===== config.mk =====
export PLATFORM = sky130hd
export DESIGN_NAME = sdmc_top
export DESIGN_NICKNAME = d
export VERILOG_FILES = /design/src/include/sdmc_pkg.sv /design/src/rtl/sdmc_busmon.sv /design/src/rtl/sdmc_fifo.sv /design/src/rtl/sdmc_top.sv
export SDC_FILE = /design/constraint.sdc
export NUM_CORES = 1
export LEC_CHECK = 0
export CAP_MARGIN = 25
export CORE_UTILIZATION = 42
export CTS_CLUSTER_DIAMETER = 120
export DETAILED_ROUTE_END_ITERATION = 16
export DONT_BUFFER_PORTS = 1
export MAX_ROUTING_LAYER = met4
export PLACE_DENSITY_LB_ADDON = 0.3
export SLEW_MARGIN = 40
export SYNTH_ARGS = -nofsm -noshare
export SYNTH_HDL_FRONTEND = slang
export SYNTH_SLANG_ARGS = --single-unit

===== constraint.sdc =====
create_clock -name MCLK -period 5.5 [get_ports MCLK]
set_clock_uncertainty 0.15 [all_clocks]
set_input_delay 0.825 -clock MCLK [delete_from_list [all_inputs] [get_ports MCLK]]
set_output_delay 0.825 -clock MCLK [all_outputs]
set_load 0.02 [all_outputs]

===== src/include/sdmc_pkg.sv =====
// Shared constants, field positions and carrier types for the SCSI data and mode control block
package sdmc_pkg;
  // Register selects
  localparam logic [2:0] SEL_DATA  = 3'h0;
  localparam logic [2:0] SEL_ICR   = 3'h1;
  localparam logic [2:0] SEL_MODE  = 3'h2;
  localparam logic [2:0] SEL_CLEAR = 3'h7;
  // Mode register bits
  localparam int M_BLOCK  = 7;
  localparam int M_TARGET = 6;
  localparam int M_PCHK   = 5;
  localparam int M_PIRQ   = 4;
  localparam int M_EOPIRQ = 3;
  localparam int M_BUSMON = 2;
  localparam int M_DMA    = 1;
  localparam int M_ARB    = 0;
  // Initiator signal control bits
  localparam int I_RST  = 7;
  localparam int I_TEST = 6;
  localparam int I_LOST = 5;
  localparam int I_ACK  = 4;
  localparam int I_BSY  = 3;
  localparam int I_SEL  = 2;
  localparam int I_ATN  = 1;
  localparam int I_DBUS = 0;
  localparam logic [7:0] MODE_RESET = 8'h00;
  localparam logic [7:0] BYTE_ZERO  = 8'h00;
  // Busy monitor window
  localparam int CLK_PERIOD_PS = 4000;
  localparam int BUSY_MIN_NS   = 400;
  localparam int BUSY_MAX_NS   = 1200;
  localparam int BUSY_MIN_CYC  = (BUSY_MIN_NS * 1000 + CLK_PERIOD_PS - 1) / CLK_PERIOD_PS;
  localparam int BUSY_MAX_CYC  = (BUSY_MAX_NS * 1000) / CLK_PERIOD_PS;
  localparam int BUSY_CNT_W    = 9;
  // Data buffer
  localparam int FIFO_WIDTH = 8;
  localparam int FIFO_DEPTH = 8;
  // Control lines, logical sense (1 = asserted on the bus)
  typedef struct packed {
    logic rst;
    logic bsy;
    logic sel;
    logic atn;
    logic ack;
    logic req;
    logic msg;
    logic cd;
    logic io;
  } sdmc_ctl_t;
  typedef struct packed {
    sdmc_ctl_t  ctl;
    logic       par;
    logic [7:0] data;
  } sdmc_bus_t;
  // Host side, logical sense (1 = strobe active)
  typedef struct packed {
    logic       cs;
    logic       rd;
    logic       wr;
    logic       grant;
    logic       eop;
    logic [2:0] a;
    logic [7:0] d;
  } sdmc_host_t;
  typedef enum logic [3:0] {
    ST_IDLE    = 4'h1,
    ST_LOAD    = 4'h2,
    ST_STROBE  = 4'h4,
    ST_RELEASE = 4'h8
  } sdmc_xfer_t;
endpackage


===== src/rtl/sdmc_busmon.sv =====
// Busy monitor: flags an unexpected loss of BSY that lasts past the minimum window
`timescale 1ns/1ps
module sdmc_busmon (
  input  wire logic clk,
  input  wire logic rst_n,
  input  wire logic ce,
  input  wire logic enable,
  input  wire logic bsy,
  output logic      err_set
);
  logic                                armed;
  logic [sdmc_pkg::BUSY_CNT_W-1:0]     low_cnt;
  localparam logic [sdmc_pkg::BUSY_CNT_W-1:0] MIN_CNT = sdmc_pkg::BUSY_MIN_CYC[sdmc_pkg::BUSY_CNT_W-1:0];

  // Armed only after BSY has been seen, so an idle bus never trips it
  always_ff @(posedge clk or negedge rst_n) begin
    if (!rst_n) begin
      armed   <= 1'b0;
      low_cnt <= '0;
      err_set <= 1'b0;
    end else if (ce) begin
      err_set <= 1'b0;
      if (!enable || bsy) begin
        armed   <= enable && bsy;
        low_cnt <= '0;
      end else if (armed) begin
        low_cnt <= low_cnt + 1'b1;
        if (low_cnt == MIN_CNT - 1'b1) begin
          err_set <= 1'b1;
          armed   <= 1'b0;
        end
      end
    end
  end

  AST_BUSY_WINDOW: assert property (@(posedge clk) disable iff (!rst_n)
    $rose(err_set) |-> $past(low_cnt) == MIN_CNT - 1'b1 && $past(low_cnt) < sdmc_pkg::BUSY_MAX_CYC)
    else $error("busy error outside the drop window");
endmodule


===== src/rtl/sdmc_fifo.sv =====
// Synchronous FIFO between the DMA byte capture and the bus handshake engine
`timescale 1ns/1ps
module sdmc_fifo #(
  parameter int WIDTH = 8,
  parameter int DEPTH = 8
) (
  input  wire logic             clk,
  input  wire logic             rst_n,
  input  wire logic             ce,
  input  wire logic             in_valid,
  output logic                  in_ready,
  input  wire logic [WIDTH-1:0] in_data,
  output logic                  out_valid,
  input  wire logic             out_ready,
  output logic      [WIDTH-1:0] out_data
);
  localparam int AW = $clog2(DEPTH);
  logic [WIDTH-1:0] mem [DEPTH];
  logic [AW:0]      wptr;
  logic [AW:0]      rptr;
  logic             push;
  logic             pop;

  assign in_ready  = (wptr[AW] == rptr[AW]) || (wptr[AW-1:0] != rptr[AW-1:0]);
  assign out_valid = (wptr != rptr);
  assign out_data  = mem[rptr[AW-1:0]];
  assign push      = in_valid && in_ready;
  assign pop       = out_valid && out_ready;

  always_ff @(posedge clk) begin
    if (ce && push) begin
      mem[wptr[AW-1:0]] <= in_data;
    end
  end

  always_ff @(posedge clk or negedge rst_n) begin
    if (!rst_n) begin
      wptr <= '0;
      rptr <= '0;
    end else if (ce) begin
      if (push) begin
        wptr <= wptr + 1'b1;
      end
      if (pop) begin
        rptr <= rptr + 1'b1;
      end
    end
  end

  AST_FIFO_FULL_STALL: assert property (@(posedge clk) disable iff (!rst_n)
    (wptr[AW-1:0] == rptr[AW-1:0] && wptr[AW] != rptr[AW]) |-> !in_ready)
    else $error("fifo accepts data while full");
endmodule


===== src/rtl/sdmc_top.sv =====
// SCSI protocol controller: output data, live bus read, mode and initiator signal control
`timescale 1ns/1ps
module sdmc_top (
  input  wire logic       MCLK,
  input  wire logic       NRST,
  input  wire logic       CE,
  input  wire logic       CS_N,
  input  wire logic [2:0] REG_SELECT_LINES,
  input  wire logic       HOST_READ_STROBE_N,
  input  wire logic       HOST_WRITE_STROBE_N,
  input  wire logic       DMA_GRANT_N,
  input  wire logic       TRANSFER_END_IN_N,
  input  wire logic [7:0] D_I,
  output logic      [7:0] D_O,
  output logic            D_OE,
  output logic            IRQ,
  output logic            DMA_REQUEST_OUT,
  output logic            READY,
  input  wire logic [3:0] TGT_PHASE,
  input  wire logic [8:0] CTL_I,
  output logic      [8:0] CTL_O,
  output logic      [8:0] CTL_OE,
  input  wire logic [7:0] SDB_I,
  output logic      [7:0] SDB_O,
  output logic      [7:0] SDB_OE,
  input  wire logic       SDBP_I,
  output logic            SDBP_O,
  output logic            SDBP_OE
);
  logic [1:0]           rst_pipe;
  logic                 rst_n;
  sdmc_pkg::sdmc_host_t host_raw;
  sdmc_pkg::sdmc_host_t host_s1;
  sdmc_pkg::sdmc_host_t host;
  sdmc_pkg::sdmc_host_t host_prev;
  sdmc_pkg::sdmc_bus_t  bus_raw;
  sdmc_pkg::sdmc_bus_t  bus_s1;
  sdmc_pkg::sdmc_bus_t  bus;
  logic [3:0]           phase_s1;
  logic [3:0]           phase;
  logic [7:0]           mode;
  logic [7:0]           icr;
  logic [7:0]           odr;
  logic [7:0]           dma_byte;
  logic                 arb_ip;
  logic                 lost_arb;
  logic                 par_err;
  logic                 busy_err;
  logic                 irq_flag;
  logic                 eop_seen;
  logic                 dma_request_out;
  logic                 xfer_hs;
  sdmc_pkg::sdmc_xfer_t xfer_state;
  logic                 reg_io;
  logic                 wr_evt;
  logic                 rd_evt;
  logic                 eop_evt;
  logic                 byte_end;
  logic                 busy_set;
  logic                 par_bad;
  logic                 par_evt;
  logic                 clr_evt;
  logic                 fifo_in_ready;
  logic                 fifo_out_valid;
  logic                 fifo_pop;
  logic [7:0]           fifo_out_data;
  logic                 target;
  logic                 release_all;
  logic                 arb_drive;
  logic                 phase_ok;
  logic                 dbus_drive;
  logic [7:0]           next_d_o;
  sdmc_pkg::sdmc_ctl_t  next_ctl;
  localparam logic [7:0] BYTE_Z = sdmc_pkg::BYTE_ZERO;

  function automatic logic is_reg(input sdmc_pkg::sdmc_host_t h, input logic [2:0] sel);
    is_reg = h.cs && !h.grant && (h.a == sel);
  endfunction

  // Reset release through two flops
  always_ff @(posedge MCLK or negedge NRST) begin
    if (!NRST) begin
      rst_pipe <= 2'h0;
    end else begin
      rst_pipe <= {rst_pipe[0], 1'b1};
    end
  end
  assign rst_n = rst_pipe[1];

  assign host_raw = '{cs: !CS_N, rd: !HOST_READ_STROBE_N, wr: !HOST_WRITE_STROBE_N, grant: !DMA_GRANT_N,
                      eop: !TRANSFER_END_IN_N, a: REG_SELECT_LINES, d: D_I};
  assign bus_raw  = '{ctl: ~CTL_I, par: !SDBP_I, data: ~SDB_I};

  // Pin synchronisers; the second stage is read, and host_prev holds it one cycle more for edge detection
  always_ff @(posedge MCLK or negedge rst_n) begin
    if (!rst_n) begin
      host_s1   <= '0;
      host      <= '0;
      host_prev <= '0;
      bus_s1    <= '0;
      bus       <= '0;
      phase_s1  <= '0;
      phase     <= '0;
    end else if (CE) begin
      host_s1   <= host_raw;
      host      <= host_s1;
      host_prev <= host;
      bus_s1    <= bus_raw;
      bus       <= bus_s1;
      phase_s1  <= TGT_PHASE;
      phase     <= phase_s1;
    end
  end

  assign target   = mode[sdmc_pkg::M_TARGET];
  assign reg_io   = host.cs && !host.grant;
  assign wr_evt   = host.wr && !host_prev.wr && reg_io;
  assign rd_evt   = host.rd && !host_prev.rd && reg_io;
  assign clr_evt  = rd_evt && host.a == sdmc_pkg::SEL_CLEAR;
  assign par_bad  = !(^{bus.data, bus.par});
  assign par_evt  = rd_evt && host.a == sdmc_pkg::SEL_DATA && mode[sdmc_pkg::M_PCHK] && par_bad;
  assign eop_evt  = host.eop && host.grant && (host.rd || host.wr) && !eop_seen;
  // Normal mode ends a byte on grant release, block mode on write strobe release
  assign byte_end = mode[sdmc_pkg::M_DMA] &&
                    (mode[sdmc_pkg::M_BLOCK] ? (host_prev.wr && !host.wr && host.grant)
                                             : (host_prev.grant && !host.grant));

  // Mode register; the reset bit holds it cleared
  always_ff @(posedge MCLK or negedge rst_n) begin
    if (!rst_n) begin
      mode <= sdmc_pkg::MODE_RESET;
    end else if (CE) begin
      if (icr[sdmc_pkg::I_RST]) begin
        mode <= sdmc_pkg::MODE_RESET;
      end else if (wr_evt && host.a == sdmc_pkg::SEL_MODE) begin
        mode <= host.d;
      end
    end
  end

  // Initiator signal control; bit 5 is status and never stored from a write
  always_ff @(posedge MCLK or negedge rst_n) begin
    if (!rst_n) begin
      icr <= BYTE_Z;
    end else if (CE) begin
      if (wr_evt && host.a == sdmc_pkg::SEL_ICR) begin
        icr <= host.d & ~(8'h01 << sdmc_pkg::I_LOST);
      end else if (icr[sdmc_pkg::I_RST]) begin
        icr <= icr & ((8'h01 << sdmc_pkg::I_RST) | (8'h01 << sdmc_pkg::I_TEST));
      end else if (busy_err) begin
        icr <= icr & ~8'h3f;
      end
    end
  end

  // Output byte register
  always_ff @(posedge MCLK or negedge rst_n) begin
    if (!rst_n) begin
      odr <= BYTE_Z;
    end else if (CE) begin
      if (wr_evt && host.a == sdmc_pkg::SEL_DATA) begin
        odr <= host.d;
      end else if (fifo_pop) begin
        odr <= fifo_out_data;
      end
    end
  end

  // DMA write byte captured while strobe and grant are both active
  always_ff @(posedge MCLK or negedge rst_n) begin
    if (!rst_n) begin
      dma_byte <= BYTE_Z;
    end else if (CE && host.wr && host.grant) begin
      dma_byte <= host.d;
    end
  end

  sdmc_fifo #(
    .WIDTH (sdmc_pkg::FIFO_WIDTH),
    .DEPTH (sdmc_pkg::FIFO_DEPTH)
  ) u_fifo (
    .clk       (MCLK),
    .rst_n     (rst_n),
    .ce        (CE),
    .in_valid  (byte_end),
    .in_ready  (fifo_in_ready),
    .in_data   (dma_byte),
    .out_valid (fifo_out_valid),
    .out_ready (fifo_pop),
    .out_data  (fifo_out_data)
  );

  sdmc_busmon u_busmon (
    .clk     (MCLK),
    .rst_n   (rst_n),
    .ce      (CE),
    .enable  (mode[sdmc_pkg::M_BUSMON]),
    .bsy     (bus.ctl.bsy),
    .err_set (busy_set)
  );

  // Arbitration status
  always_ff @(posedge MCLK or negedge rst_n) begin
    if (!rst_n) begin
      arb_ip   <= 1'b0;
      lost_arb <= 1'b0;
    end else if (CE) begin
      if (!mode[sdmc_pkg::M_ARB]) begin
        arb_ip   <= 1'b0;
        lost_arb <= 1'b0;
      end else begin
        if (!bus.ctl.bsy && !bus.ctl.sel) begin
          arb_ip <= 1'b1;
        end
        if (arb_ip && bus.ctl.sel && !icr[sdmc_pkg::I_SEL]) begin
          lost_arb <= 1'b1;
        end
      end
    end
  end

  // Sticky flags: a set in the same cycle as the clearing read wins
  always_ff @(posedge MCLK or negedge rst_n) begin
    if (!rst_n) begin
      par_err  <= 1'b0;
      busy_err <= 1'b0;
      irq_flag <= 1'b0;
    end else if (CE) begin
      par_err  <= par_evt || (par_err && !clr_evt);
      busy_err <= busy_set || (busy_err && !clr_evt);
      irq_flag <= (par_evt && mode[sdmc_pkg::M_PIRQ])
               || (eop_evt && mode[sdmc_pkg::M_EOPIRQ])
               || busy_set
               || icr[sdmc_pkg::I_RST]
               || (irq_flag && !clr_evt);
    end
  end

  // End of process blocks further requests until DMA mode is dropped
  always_ff @(posedge MCLK or negedge rst_n) begin
    if (!rst_n) begin
      eop_seen <= 1'b0;
    end else if (CE) begin
      if (!mode[sdmc_pkg::M_DMA]) begin
        eop_seen <= 1'b0;
      end else if (eop_evt) begin
        eop_seen <= 1'b1;
      end
    end
  end

  // DMA request: cleared by grant, withheld while the buffer is full
  always_ff @(posedge MCLK or negedge rst_n) begin
    if (!rst_n) begin
      dma_request_out <= 1'b0;
    end else if (CE) begin
      if (!mode[sdmc_pkg::M_DMA] || eop_seen || eop_evt || host.grant) begin
        dma_request_out <= 1'b0;
      end else if (fifo_in_ready && !byte_end) begin
        dma_request_out <= 1'b1;
      end
    end
  end

  // Automatic handshake engine; target pulses REQ, initiator answers REQ with ACK
  always_ff @(posedge MCLK or negedge rst_n) begin
    if (!rst_n) begin
      xfer_state <= sdmc_pkg::ST_IDLE;
      xfer_hs    <= 1'b0;
    end else if (CE) begin
      if (!mode[sdmc_pkg::M_DMA] || busy_err) begin
        xfer_state <= sdmc_pkg::ST_IDLE;
        xfer_hs    <= 1'b0;
      end else begin
        case (xfer_state)
          sdmc_pkg::ST_IDLE: begin
            if (fifo_out_valid && (target || bus.ctl.req)) begin
              xfer_state <= sdmc_pkg::ST_LOAD;
            end
          end
          sdmc_pkg::ST_LOAD: begin
            xfer_hs    <= 1'b1;
            xfer_state <= sdmc_pkg::ST_STROBE;
          end
          sdmc_pkg::ST_STROBE: begin
            if (target ? bus.ctl.ack : !bus.ctl.req) begin
              xfer_hs    <= 1'b0;
              xfer_state <= sdmc_pkg::ST_RELEASE;
            end
          end
          sdmc_pkg::ST_RELEASE: begin
            if (!target || !bus.ctl.ack) begin
              xfer_state <= sdmc_pkg::ST_IDLE;
            end
          end
          default: begin
            xfer_state <= sdmc_pkg::ST_IDLE;
            xfer_hs    <= 1'b0;
          end
        endcase
      end
    end
  end
  // Data is popped into the output byte one cycle before the strobe, giving settle time
  assign fifo_pop = (xfer_state == sdmc_pkg::ST_IDLE) && mode[sdmc_pkg::M_DMA] && !busy_err
                    && fifo_out_valid && (target || bus.ctl.req);

  // Bus drive decisions, logical sense
  assign release_all = icr[sdmc_pkg::I_TEST] || busy_err;
  assign arb_drive   = arb_ip && !lost_arb;
  assign phase_ok    = (bus.ctl.msg == phase[2]) && (bus.ctl.cd == phase[1]) && (bus.ctl.io == phase[0]);
  assign dbus_drive  = icr[sdmc_pkg::I_DBUS] && !arb_drive && (target || (phase_ok && !bus.ctl.io));

  always_comb begin
    next_ctl     = '0;
    next_ctl.rst = icr[sdmc_pkg::I_RST];
    next_ctl.bsy = icr[sdmc_pkg::I_BSY] || arb_drive;
    next_ctl.sel = icr[sdmc_pkg::I_SEL];
    next_ctl.atn = !target && icr[sdmc_pkg::I_ATN];
    next_ctl.ack = !target && (icr[sdmc_pkg::I_ACK] || xfer_hs);
    next_ctl.req = target && (phase[3] || xfer_hs);
    next_ctl.msg = target && phase[2];
    next_ctl.cd  = target && phase[1];
    next_ctl.io  = target && phase[0];
  end

  always_comb begin
    case (host.a)
      sdmc_pkg::SEL_DATA: next_d_o = bus.data;
      sdmc_pkg::SEL_ICR:  next_d_o = {icr[sdmc_pkg::I_RST], arb_ip, lost_arb, icr[4:0]};
      sdmc_pkg::SEL_MODE: next_d_o = mode;
      default:            next_d_o = BYTE_Z;
    endcase
  end

  // Registered pins; open-drain lines only pull low, so O stays zero
  always_ff @(posedge MCLK or negedge rst_n) begin
    if (!rst_n) begin
      D_O             <= BYTE_Z;
      D_OE            <= 1'b0;
      IRQ             <= 1'b0;
      DMA_REQUEST_OUT <= 1'b0;
      READY           <= 1'b0;
      CTL_O           <= '0;
      CTL_OE          <= '0;
      SDB_O           <= BYTE_Z;
      SDB_OE          <= BYTE_Z;
      SDBP_O          <= 1'b0;
      SDBP_OE         <= 1'b0;
    end else if (CE) begin
      D_O             <= next_d_o;
      D_OE            <= host.rd && reg_io && !icr[sdmc_pkg::I_TEST];
      IRQ             <= irq_flag && !icr[sdmc_pkg::I_TEST];
      DMA_REQUEST_OUT <= dma_request_out && !icr[sdmc_pkg::I_TEST];
      READY           <= mode[sdmc_pkg::M_DMA] && mode[sdmc_pkg::M_BLOCK] && fifo_in_ready
                         && !eop_seen && !icr[sdmc_pkg::I_TEST];
      CTL_O           <= '0;
      CTL_OE          <= release_all ? '0 : next_ctl;
      SDB_O           <= BYTE_Z;
      SDB_OE          <= (!release_all && (dbus_drive || arb_drive)) ? odr : BYTE_Z;
      SDBP_O          <= 1'b0;
      SDBP_OE         <= !release_all && dbus_drive && !(^odr);
    end
  end

  AST_ODR_LOAD: assert property (@(posedge MCLK) disable iff (!rst_n)
    CE && wr_evt && host.a == sdmc_pkg::SEL_DATA |=> odr == $past(host.d))
    else $error("output byte not loaded by write");
  AST_LIVE_READ: assert property (@(posedge MCLK) disable iff (!rst_n)
    CE && host.rd && is_reg(host, sdmc_pkg::SEL_DATA) |=> D_O == $past(bus.data))
    else $error("live read does not show bus data");
  AST_PAR_LATCH: assert property (@(posedge MCLK) disable iff (!rst_n)
    CE && par_evt |=> par_err ##1 (par_err || $past(clr_evt)))
    else $error("parity error not latched");
  AST_MODE_RB: assert property (@(posedge MCLK) disable iff (!rst_n)
    CE && wr_evt && host.a == sdmc_pkg::SEL_MODE && !icr[sdmc_pkg::I_RST] |=> mode == $past(host.d))
    else $error("mode write not stored");
  AST_TARGET_ATN: assert property (@(posedge MCLK) disable iff (!rst_n)
    CE && target |=> !CTL_OE[5] && !CTL_OE[4])
    else $error("initiator lines driven in target role");
  AST_BUSY_REL: assert property (@(posedge MCLK) disable iff (!rst_n)
    CE && busy_err |=> CTL_OE == '0 && SDB_OE == BYTE_Z && SDBP_OE == 1'b0)
    else $error("bus driven during busy error");
  AST_RST_IRQ: assert property (@(posedge MCLK) disable iff (!rst_n)
    CE && icr[sdmc_pkg::I_RST] && !icr[sdmc_pkg::I_TEST] |=> irq_flag && mode == sdmc_pkg::MODE_RESET)
    else $error("reset bit did not interrupt and clear");
  AST_ARB_CLR: assert property (@(posedge MCLK) disable iff (!rst_n)
    CE && !mode[sdmc_pkg::M_ARB] |=> !arb_ip && !lost_arb)
    else $error("arbitration status stays after arbitrate bit cleared");
  AST_TEST_TRI: assert property (@(posedge MCLK) disable iff (!rst_n)
    CE && icr[sdmc_pkg::I_TEST] |=> !D_OE && !IRQ && CTL_OE == '0)
    else $error("outputs driven in test mode");
  AST_EOP_STOP: assert property (@(posedge MCLK) disable iff (!rst_n)
    CE && eop_seen |=> !dma_request_out && mode[sdmc_pkg::M_DMA] == $past(mode[sdmc_pkg::M_DMA]) || $past(wr_evt))
    else $error("request raised after end of process");

  COV_ARB_WON: cover property (@(posedge MCLK) disable iff (!rst_n) arb_ip && !lost_arb ##1 icr[sdmc_pkg::I_SEL]);
  COV_DMA_PUSH: cover property (@(posedge MCLK) disable iff (!rst_n) byte_end && fifo_in_ready);
  COV_HANDSHAKE: cover property (@(posedge MCLK) disable iff (!rst_n) xfer_state == sdmc_pkg::ST_RELEASE);
  COV_BUSY_ERR: cover property (@(posedge MCLK) disable iff (!rst_n) busy_set);
endmodule


; After elaboration in Yosys (flattened, before gate mapping)
; Memory sizes are Yosys's and may differ from the RTL's.
; Cells that the tools add are included.
[word_totals]
register_bits = 168
ramBits = 64
input_bits = 41
output_inout_bits = 48
elab_cells = 262
n_memories = 1
[mem_list]
columns = name, words, word_bits, read_ports, rd_clocked_by_memory_dff, wr, line_no
row1 = u_fifo.mem, 8, 8, 1, 0, 1, sdmc_fifo.sv:18  ; logic [WIDTH-1:0] mem [DEPTH];
[classes]
addsub = 3
n_eq_ne = 21
n_mux = 38
n_bitwise = 2
n_reduce_logical = 132
[op_table]
columns = op, count
row1 = $logic_and A1 B1 Y1, 61
row2 = $mux W8, 7
row3 = $logic_not A1 Y1, 29
row4 = $mux W9, 3
row5 = $pmux W8 S3, 1
row6 = $reduce_and A2 Y1, 11
row7 = $logic_or A1 B1 Y1, 20
row8 = $mux W1, 20
row9 = $mux W4, 4
row10 = $not A8 Y8, 2
row11 = $pmux W4 S4, 1
row12 = $add A9 B1 Y9 const B, 1
row13 = $eq A9 B7 Y1 const B, 1
row14 = $ne A3 B3 Y1 const B, 3
row15 = $reduce_xor A9 Y1, 1
row16 = $add A4 B1 Y4 const B, 2
row17 = $ne A2 B1 Y1 const B, 4
row18 = $reduce_bool A2 Y1, 4
row19 = $reduce_xor A8 Y1, 1
row20 = $mux W6, 1
row21 = $eq A1 B1 Y1, 4
row22 = $eq A4 B1 Y1 const B, 1
row23 = $eq A4 B2 Y1 const B, 1
row24 = $eq A4 B3 Y1 const B, 1
row25 = other kinds (12), 12

; Depth between registers and ports, before layout
; Gate-level depths: netlist of run 1.
[depth]
ltp_word = 11
depth_mapped = 6

; Cells and area by module
; Synthesis of run 1 repeated with hierarchy kept, for this count alone.
[hier_totals]
hier_cells = 715
hier_area_um2 = 10104.7
[by_module_without_submodules]
columns = mod, n_inst, cells_per_inst, area_per_inst_um2
row1 = sdmc_top, 1, 510, 6500.0
row2 = sdmc_fifo, 1, 146, 3032.9
row3 = sdmc_busmon, 1, 59, 571.8

; Least setup slack after synthesis of run 1
; Ideal clock, no wire load.
[synth_timing]
kind = input -> register
from = input CE
to = memory u_fifo.mem[0][0], enable pin
setup_time_ns = 0.395
t_arrival_ns = 2.111
setup_slack_ns = 2.844
cell_stages = 4
path_buffers = 1
cell_sequence = buf_2 -> o41a_2 -> nand2_2 -> nor4_1
[synth_via]
elab_chain_len = 3
[synth_lines]
columns = item, line_no
row1 = from (decl), sdmc_top.sv:6  ; input wire logic CE,
row2 = $logic_and A1 B1 Y1, sdmc_fifo.sv:31  ; if (ce && push) begin
row3 = $mux W1, sdmc_fifo.sv:31
row4 = $mux W1 (implied by the code), sdmc_fifo.sv:32  ; mem[wptr[AW-1:0]] <= in_data;
row5 = to (decl), sdmc_fifo.sv:18
; Every way passes these cells.

; Final worst setup path of run 1
[layout_timing]
from = register u_fifo.rptr[0]
to = memory u_fifo.mem[5][3], enable pin
[layout_via]
elab_chain_len = 6
[layout_lines]
columns = item, line_no
row1 = from (decl), sdmc_fifo.sv:20  ; logic [AW:0] rptr;
row2 = from (signal assigned), sdmc_fifo.sv:45  ; rptr <= rptr + 1'b1;
row3 = $ne A3 B3 Y1, sdmc_fifo.sv:24  ; assign in_ready = (wptr[AW] == rptr[AW]) || (wptr[AW-1:0] != rptr[AW-1:0]);
row4 = $logic_or A1 B1 Y1, sdmc_fifo.sv:24
row5 = $logic_and A1 B1 Y1, sdmc_fifo.sv:27  ; assign push = in_valid && in_ready;
row6 = $logic_and A1 B1 Y1, sdmc_fifo.sv:31
row7 = $mux W1, sdmc_fifo.sv:31
row8 = $mux W1 (implied by the code), sdmc_fifo.sv:32
; Every way passes these cells.

==> results of run 1 <==
critical path, stage by stage (launching register included):
cell     delay (ns)
dfrtp_2        0.73
xor2_1         0.28
o41a_2         0.27
nand2_2        0.16
nor3_2         0.64
per-layer routing:
layer,share of wire,GRT usage,up-vias
li1,-,-,2597
met3,0.042,0.02861,28
met1,0.47,0.2420,2861
met2,0.47,0.2733,141
met4,0.018,0.04435,0
met5,0,-,-
layout make-up:
cell class / count / area, µm²
multi-input combinational: 425 / 3485
fill: 1946 / 12010
timing repair buffer: 5 / 52.55
sequential: 232 / 6133
clock inverter: 5 / 25.02
inverter: 21 / 78.83
tap: 313 / 391.6
clock buffer: 38 / 744.5
metrics by stage:
stage	total power, W	instances	worst slack, ns	instance area [µm²]	hold slack [ns]
after detailed placement	0.002880	994	2.650	10110	0.1847
after global placement	0.002845	994	2.215	10070	0.1826
after floorplan	0.002732	733	0.3239	9982	0.1812
final	0.004404	1039	2.881	10910	0.1963
after global routing	0.004612	1039	2.673	10910	0.2173
after CTS	0.004448	1038	2.652	10890	0.1973
registers in the layout, indices dropped and copies added, names as in the netlist, 2 cells and up:
register / count
SDB_OE: 8
u_fifo.wptr: 4
u_busmon.low_cnt: 9
xfer_state: 4
u_fifo.rptr: 4
rst_pipe: 2
mode: 8
u_fifo.mem: 64
D_O: 8
phase: 4
bus: 16
dma_byte: 8
host_s1: 16
phase_s1: 4
bus_s1: 16
odr: 8
CTL_OE: 9
host_prev: 3
host: 16
icr: 7
cell families (layout without fill, tap and decap cells):
group,count (synthesis),after routing,share of synthesized area
AO/OA/AOI/OAI,121,121,0.08995
XOR/XNOR,33,33,0.03053
adder cells (fa/ha/maj),3,3,0.003785
buffers and inverters,76,69,0.04175
flip-flops,232,232,0.6178
multiplexers,97,97,0.1304
other,2,19,0.0007572
AND/OR/NAND/NOR,152,152,0.08503
synth_stat cells, types with 9 or more instances:
cell type  number
mux2i_1        10
buf_4          19
xor2_1          9
nor2b_1         9
a21oi_1        10
o21ai_0        33
inv_1          20
clkbuf_1       18
o211ai_1       11
buf_2           9
mux4_1          9
o2bb2ai_1      18
nand2_1        45
a22o_1         23
nor2_1         27
edfxtp_1       64
xnor2_1        23
nand3_1        11
nand4_1        13
mux2_2         71
dfrtp_1       167
path summary, 6_finish.rpt:
path                                     to  slack [ns]  cells past startpoint
setup / recovery           u_fifo.mem[5][3]        2.88                      4
hold reg to reg              u_fifo.wptr[1]        0.20                      0
max in group asynchronous             READY        3.83                      1
setup reg to reg           u_fifo.mem[5][3]        2.88                      4
min in group MCLK               rst_pipe[1]        0.20                      0
hold / removal               u_fifo.wptr[1]        0.20                      0
timing repair:
action,4_1_cts,5_1_grt
gates resized for setup,0,0
hold buffers,1,0
endpoints found under the hold margin,2,0
report_power, final:
part | internal, W | switching, W
clock | 0.000923 | 0.000633
sequential | 0.00202 | 0.000306
combinational | 0.000281 | 0.000237
==> impl_metrics.ini, run 1 <==
[cells_and_area]
num-nets-final = 753
antenna_cells = 0
area_growth_pct = 10.00
post_route_cells_drive_above_1_share = 0.1997
final_cell_mix = 164 x dfrtp_1, 71 x mux2_2, 64 x edfxtp_1, 45 x nand2_1, 33 x o21ai_0
fin_util = 0.4761
layout_commonest_cell = dfrtp_1

[timing]
finalCritPeriodShare = 0.4761
fin_crit_ns = 2.619
finalSetupTns_ns = 0
tightest_slew_ns = 0.7915
hold_viol_final = 0
rsz0062_at_grt = false
slew_violations = 0
setup-violations-final = 0
fmax_mhz = 381.9
relSlewSlack = 0.4695

[flow_run]
maxCapViolations = 0

[place]
gp_congestion = 0.8272
hpwl_um = 13380
port_buffers = 0

[synth]
synth-edff-count = 64
syn_area_per_cell_um2 = 13.85
ys.flop_type = dfrtp_1
yosysTopAreaCell = dfrtp_1
synth.area.top_cells = dfrtp_1 42%, edfxtp_1 19%, mux2_2 8.1%, mux4_1 2.4%, a22o_1 2.0%
ys_ff_latch = 232
netlist_instances = 716
netlist.area_leader.share = 0.4213
synthesis.area_um2 = 9918
synth_seq_area_share = 0.6178
synthArstFlopShare = 0.7241
synth_cell_types = 71
ys_warn_count = 0

[setup_path]
crit_start = u_fifo.rptr[0]
worstPathRequired_ns = 5.49
endpoint_kind = flip-flop
start_kind = flip-flop
cp.arrival_ns = 2.61
crit_type = reg -> reg
r2r-start = u_fifo.rptr[0]
cp_max_fo = 20

[drt]
ant_nets = 0
wl_per_cell_um = 18.97
drt_wl_total_um = 19710
vias = 5627
drc = 0
drt-pass1-iter-count = 5
dr.first_iter.drc_count = 339
vias_per_cell = 5.416

[grt]
grt_pass1_wl_um = 32420
overflow = 0
grt_max_degree = 85
grt_pass1_vias = 5747
grtUsageTotal = 0.1761
antenna_found_initial = 0

[floorplan]
die-area_um2 = 24230
core_area_um2 = 22920
die_x_um = 155.7
initial_core_util = 0.4328
rows = 55
die_height_um = 155.7
io_pins = 89

[cts]
clk_latency_ns = 0.51
path_clk_slew_ns = 0.06
cts_max_path_buffers = 3
cts_root_buf = clkbuf_16
cts_num_sinks = 232
cts_setup_buffers = 0
cts-buffers-inserted = 24
cts_max_level = 1
cts_tree = built

[power]
p_leak_nw = 4.371
vdd_drop_max_mv = 0.2123
power_per_cell_area_nw_per_um2 = 403.7

[hold_path]
holdCritPathClass = reg -> async

[status]
outcome = completed
Power figures use the tool's default switching activity.
==> run 2, diff against run 1 <==
--- a/config.mk
+++ b/config.mk
@@ -5,6 +5,7 @@
 export SDC_FILE = /design/constraint.sdc
 export NUM_CORES = 1
 export LEC_CHECK = 0
+export ABC_AREA = 1
 export CAP_MARGIN = 25
 export CORE_UTILIZATION = 42
 export CTS_CLUSTER_DIAMETER = 120
==> constraint.sdc (replaced) <==
create_clock -name MCLK -period 2.45 [get_ports MCLK]
set_clock_uncertainty 0.15 [all_clocks]
set_input_delay 0.3675 -clock MCLK [delete_from_list [all_inputs] [get_ports MCLK]]
set_output_delay 0.3675 -clock MCLK [all_outputs]
set_load 0.02 [all_outputs]
==> run 2 against run 1 <==
  * Sequential share of layout area fell by 2.4 points
  * Clock power rose by 120%
  * Critical endpoint is now u_fifo.mem[1][4]
  * Critical path depth rose by 4
==> impl_metrics.ini, run 2 <==
[synth]
synthArstFlopShare = 0.7241
yosysTopAreaCell = dfrtp_1
netlist.area_leader.share = 0.4235
syn_area_per_cell_um2 = 9.480
synth.area.top_cells = dfrtp_1 42%, edfxtp_1 19%, nand2_1 12%, o21ai_0 6.5%, inv_1 3.0%
synth_cell_types = 44
netlist_instances = 1041
ys_ff_latch = 232
yosysMostFrequentCell = nand2_1
synth_seq_area_share = 0.6209
synth-edff-count = 64
synthesis.area_um2 = 9868
ys_warn_count = 0
ys.flop_type = dfrtp_1
synth_top_cells_by_count = 306 x nand2_1, 167 x dfrtp_1, 128 x o21ai_0, 80 x inv_1, 64 x edfxtp_1

[drt]
vias_per_cell = 5.030
drt-pass1-iter-count = 4
ant_nets = 0
wl_per_cell_um = 15.84
drt_wl_total_um = 22510
dr.first_iter.drc_count = 467
drc = 0
vias = 7147

[setup_path]
start_kind = flip-flop
cp.arrival_ns = 2.19
endpoint_kind = flip-flop
r2r_slack_ns = 0.32
rr_endpoint = u_fifo.mem[1][4]
r2r_cells = 8
crit_type = reg -> reg
r2r-start = host[13]
worstPathRequired_ns = 2.51
cp_max_fo = 8

[cts]
clk_latency_ns = 0.51
path_clk_slew_ns = 0.06
cts_resized = 0
cts_setup_buffers = 0
cts_num_sinks = 232
cts_max_path_buffers = 3
cts-buffers-inserted = 25
cts_root_buf = clkbuf_16
cts_max_level = 1
cts_tree = built

[place]
hpwl_um = 14740
port_buffers = 0
gp_congestion = 0.8801
place_area_um2 = 10220

[floorplan]
die_height_um = 155.3
initial_core_util = 0.4319
die_x_um = 155.3
die-area_um2 = 24110
core_area_um2 = 22850
io_pins = 89
rows = 55

[cells_and_area]
antenna_cells = 0
largest_reg_flops = 64
final_cell_mix = 306 x nand2_1, 166 x dfrtp_1, 128 x o21ai_0, 79 x inv_1, 64 x edfxtp_1
post_route_cells_drive_above_1_share = 0.07220
layout_commonest_cell = nand2_1
area_growth_pct = 15.40
num-nets-final = 1134
final_area_um2 = 11390

[grt]
antenna_found_initial = 0
grt_pass1_wl_um = 36640
grtUsageTotal = 0.2000
grt_pass1_vias = 6890
overflow = 0
grt_max_degree = 113

[power]
seq_power_share = 0.490
vdd_drop_max_mv = 0.6290
p_leak_nw = 5.131
power_per_cell_area_nw_per_um2 = 895.8
p_int_w = 0.007145
switching_share = 0.2996
p_clk_frac = 0.339
power_w = 0.01020
netSwitchingPower_w = 0.003057
combPwrFrac = 0.171

[timing]
fmax_mhz = 470.5
fin_crit_ns = 2.125
hold_viol_final = 0
rsz0062_at_grt = false
relSlewSlack = 0.4980
finalSetupTns_ns = 0
finalCritPeriodShare = 0.8674
setup-violations-final = 0
slew_violations = 0
tightest_slew_ns = 0.7530

[hold_path]
min_from = CE
holdCritPathClass = in -> reg
whs_path_depth = 3
holdPathEnd = u_busmon.low_cnt[4]

[flow_run]
maxCapViolations = 0

[status]
outcome = completed
-- run 2: changes by cell type in the layout (fill, tap and decap cells not counted), moves of 38 or more --
cell | previous run | this run
dlygate4sd3_1 | 1 | 39
o21ai_0 | 33 | 128
nand2_1 | 45 | 306
mux2_2 | 71 | 0
inv_1 | 20 | 79
-- run 2: area by class of cell --
type                    instances  area, µm²
flip-flops and latches        232       6131
inverters                      84      319.1
clock buffers                  36      706.9
fillers                      2131      11460
repair buffers                 61      616.8
well taps                     313      391.6
multi-input cells             686       3176
clock inverters                 9      47.55
-- run 2: how the worst max path moves through the flow --
stage | from | endpoint | slack [ns] | cells past startpoint
after detailed placement | host[13] | u_fifo.mem[2][4] | 0.35 | 8
after global placement | host[13] | u_fifo.mem[2][5] | 0.39 | 8
after CTS | host[13] | u_fifo.mem[2][3] | 0.33 | 8
after floorplan | u_fifo.rptr[0] | u_fifo.mem[2][0] | 0.19 | 9
after global routing | host[13] | u_fifo.mem[2][3] | 0.13 | 8
final | host[13] | u_fifo.mem[1][4] | 0.32 | 8
-- run 2: timing repair --
action	4_1_cts	5_1_grt
endpoints found under the setup margin	0	0
hold endpoints to repair	95	0
hold buffers	40	0
-- run 2: logic make-up (layout without fill, tap and decap cells) --
kind of cell,Yosys count,in the layout,share of synthesized area
simple gates,450,450,0.1894
flops,232,232,0.6209
buf+inv,140,190,0.06378
xor+xnor,14,14,0.01243
fa+ha+maj,3,3,0.003804
other cells,2,19,0.0007610
compound gates,200,200,0.1089
-- run 2: critical path, cell delays in order (launching register included) --
cell     delay (ns)
dfrtp_1        0.37
inv_1          0.16
nand3_1        0.10
a21oi_1        0.23
nand2_1        0.14
nor2_4         0.19
nand2_1        0.13
nor2_1         0.15
buf_4          0.20
-- run 2: metrics by stage --
step                      cells  utilization  setup slack [ns]  hold WS, ns
after floorplan            1058            -            0.1870     -0.07809
after global routing       1421       0.4985            0.1344      0.03435
after CTS                  1421       0.4985            0.3310     0.005621
final                      1421       0.4985            0.3248      0.02833
after detailed placement   1336       0.4472            0.3545     -0.07804
after global placement     1336       0.4470            0.3903     -0.07803
-- run 2: power by group through the flow --
stage                     clock network, W  logic [W]  registers (W)
after floorplan                          0    0.00130        0.00491
after global placement                   0    0.00164        0.00505
after detailed placement                 0    0.00166        0.00507
after CTS                          0.00354    0.00175        0.00500
after global routing               0.00369    0.00199        0.00506
final                              0.00346    0.00174        0.00499
-- run 2: per-layer routing --
| layer | up-vias | share of wire | GRT usage | wire length, µm |
|---|---|---|---|---|
| li1 | 3509 | - | - | - |
| met1 | 3413 | 0.44 | 0.2642 | 10010 |
| met2 | 188 | 0.47 | 0.3183 | 10640 |
| met3 | 37 | 0.059 | 0.03844 | 1329 |
| met4 | 0 | 0.024 | 0.05089 | 533 |
| met5 | - | 0 | - | 0 |
==> run 3, diff against run 2 <==
==> constraint.sdc (replaced) <==
create_clock -name MCLK -period 2.1 [get_ports MCLK]
set_clock_uncertainty 0.15 [all_clocks]
set_input_delay 0.315 -clock MCLK [delete_from_list [all_inputs] [get_ports MCLK]]
set_output_delay 0.315 -clock MCLK [all_outputs]
set_load 0.02 [all_outputs]
==> run 3 against run 2 <==
  * Global-route usage shrank 0.38 points
  * Die area unchanged
  * Via count hardly changed
  * Non-clock buffer count up 15
  * Clock power increased by 33%
  * Critical path type unchanged
  * Largest power group unchanged
==> impl_metrics.ini, run 3 (synthesis gave the netlist of run 2 again) <==
[hold_path]
whs_path_depth = 3
holdPathEnd = host[9]
min_from = CE
holdCritPathClass = in -> reg

[setup_path]
path_common_cell = a21oi_1
cp_slowest_cell = dfrtp_1
r2r-start = host[12]
r2r_cells = 8
rr_endpoint = u_fifo.mem[2][3]
r2r_slack_ns = 0.17
cp.arrival_ns = 2.00
worstPathRequired_ns = 2.18
start_kind = flip-flop
slowest_delay_ns = 0.42
cp_max_fo = 8
crit_chain = inv_2, a21oi_1, a21oi_1, nand2_1, nor2_4, nand2_4, nor3_4, buf_6
crit_type = reg -> reg
endpoint_kind = flip-flop

[cts]
cts_max_path_buffers = 3
cts_tree = built
cts_num_sinks = 232
clk_latency_ns = 0.53
path_clk_slew_ns = 0.06
cts-buffers-inserted = 25
cts_max_level = 1
cts_root_buf = clkbuf_16

[timing]
slew_violations = 0
rsz0062_at_grt = false
tightest_slew_ns = 0.5403
setup-violations-final = 0
hold_viol_final = 0
timing.hold.ws_ns = 0.02583
fin_crit_ns = 1.927
relSlewSlack = 0.6388
finalCritPeriodShare = 0.9178
fmax_mhz = 518.8

[power]
p_leak_nw = 5.291
vdd_drop_max_mv = 0.7041
power_per_cell_area_nw_per_um2 = 1080
power_w = 0.01263

[drt]
ant_nets = 0
dr.first_iter.drc_count = 388
drt_wl_total_um = 22290
wl_per_cell_um = 15.51
vias = 7142
drt-pass1-iter-count = 4
drc = 0
vias_per_cell = 4.970

[cells_and_area]
antenna_cells = 0
post_route_cells_drive_above_1_share = 0.09253
final_area_um2 = 11690
nFillCells = 2064
num-nets-final = 1149
final_cell_mix = 304 x nand2_1, 166 x dfrtp_1, 128 x o21ai_0, 79 x inv_1, 64 x edfxtp_1
layout_commonest_cell = nand2_1
area_growth_pct = 18.49
largest_reg_flops = 64

[grt]
grt_pass1_wl_um = 36250
grtUsageTotal = 0.1962
antenna_found_initial = 0
grt_max_degree = 113
grt_pass1_vias = 6915
overflow = 0

[floorplan]
core_area_um2 = 22850
io_pins = 89
die_height_um = 155.3
die_x_um = 155.3
die-area_um2 = 24110
rows = 55
initial_core_util = 0.4319

[place]
port_buffers = 0
hpwl_um = 14660
gp_congestion = 0.8508
place_area_um2 = 10290

[flow_run]
maxCapViolations = 0

[status]
outcome = completed
[run 3: layer usage]
metal,vias to the layer above,track usage,share of wire
met5,-,-,0
met4,0,0.05322,0.023
met3,36,0.03760,0.049
met2,156,0.3087,0.47
met1,3417,0.2612,0.46
li1,3533,-,-
[run 3: per-stage QoR]
step	utilization	cells	TNS, ns	setup slack, ns
final	0.5118	1437	0	0.1726
after global routing	0.5118	1437	0	0.02157
after CTS	0.5076	1433	0	0.03703
after detailed placement	0.4505	1345	0	0.03130
after global placement	0.4505	1345	0	0.08464
after floorplan	-	1058	-2.608	-0.1630
[run 3: how the worst max path moves through the flow]
stage	from	to	slack (ns)	cells after the start
after floorplan	u_fifo.rptr[0]	u_fifo.mem[2][0]	-0.16	9
after global placement	host[13]	u_fifo.mem[7][3]	0.08	5
after detailed placement	host[12]	u_fifo.mem[7][4]	0.03	5
after CTS	host[12]	u_fifo.mem[7][4]	0.04	5
after global routing	u_fifo.rptr[0]	odr[5]	0.02	11
final	host[12]	u_fifo.mem[2][3]	0.17	8
[run 3: timing repair]
item	CTS	global route
endpoints found under the hold margin	105	0
gates resized for setup	0	14
hold buffers	42	0
buffers inserted	0	5
endpoints found under the setup margin	0	63
[run 3: power by group]
group          switching, W  internal (W)  leakage [nW]  total (W)
Clock               0.00179       0.00282         0.423    0.00460
Combinational       0.00137      0.000867          2.13    0.00224
Sequential         0.000534       0.00525          2.73    0.00579
[run 3: area by class of cell]
| cell class | count | area [µm²] | area share |
|---|---|---|---|
| sequential | 232 | 6131 | 0.5243 |
| clock inverter | 13 | 171.4 | 0.01466 |
| tap | 313 | 391.6 | 0.03349 |
| inverter | 84 | 319.1 | 0.02729 |
| multi-input combinational | 686 | 3218 | 0.2752 |
| clock buffer | 33 | 695.7 | 0.05950 |
| timing repair buffer | 76 | 765.7 | 0.06549 |
[run 3: critical path: cells and delay by family, from the launching register on]
| family | cells | cell delay (ns) |
|---|---|---|
| AOI/OAI and AO/OA | 2 | 0.23 |
| DFF | 1 | 0.42 |
| and+or+nand+nor | 4 | 0.59 |
| buffers and inverters | 2 | 0.23 |
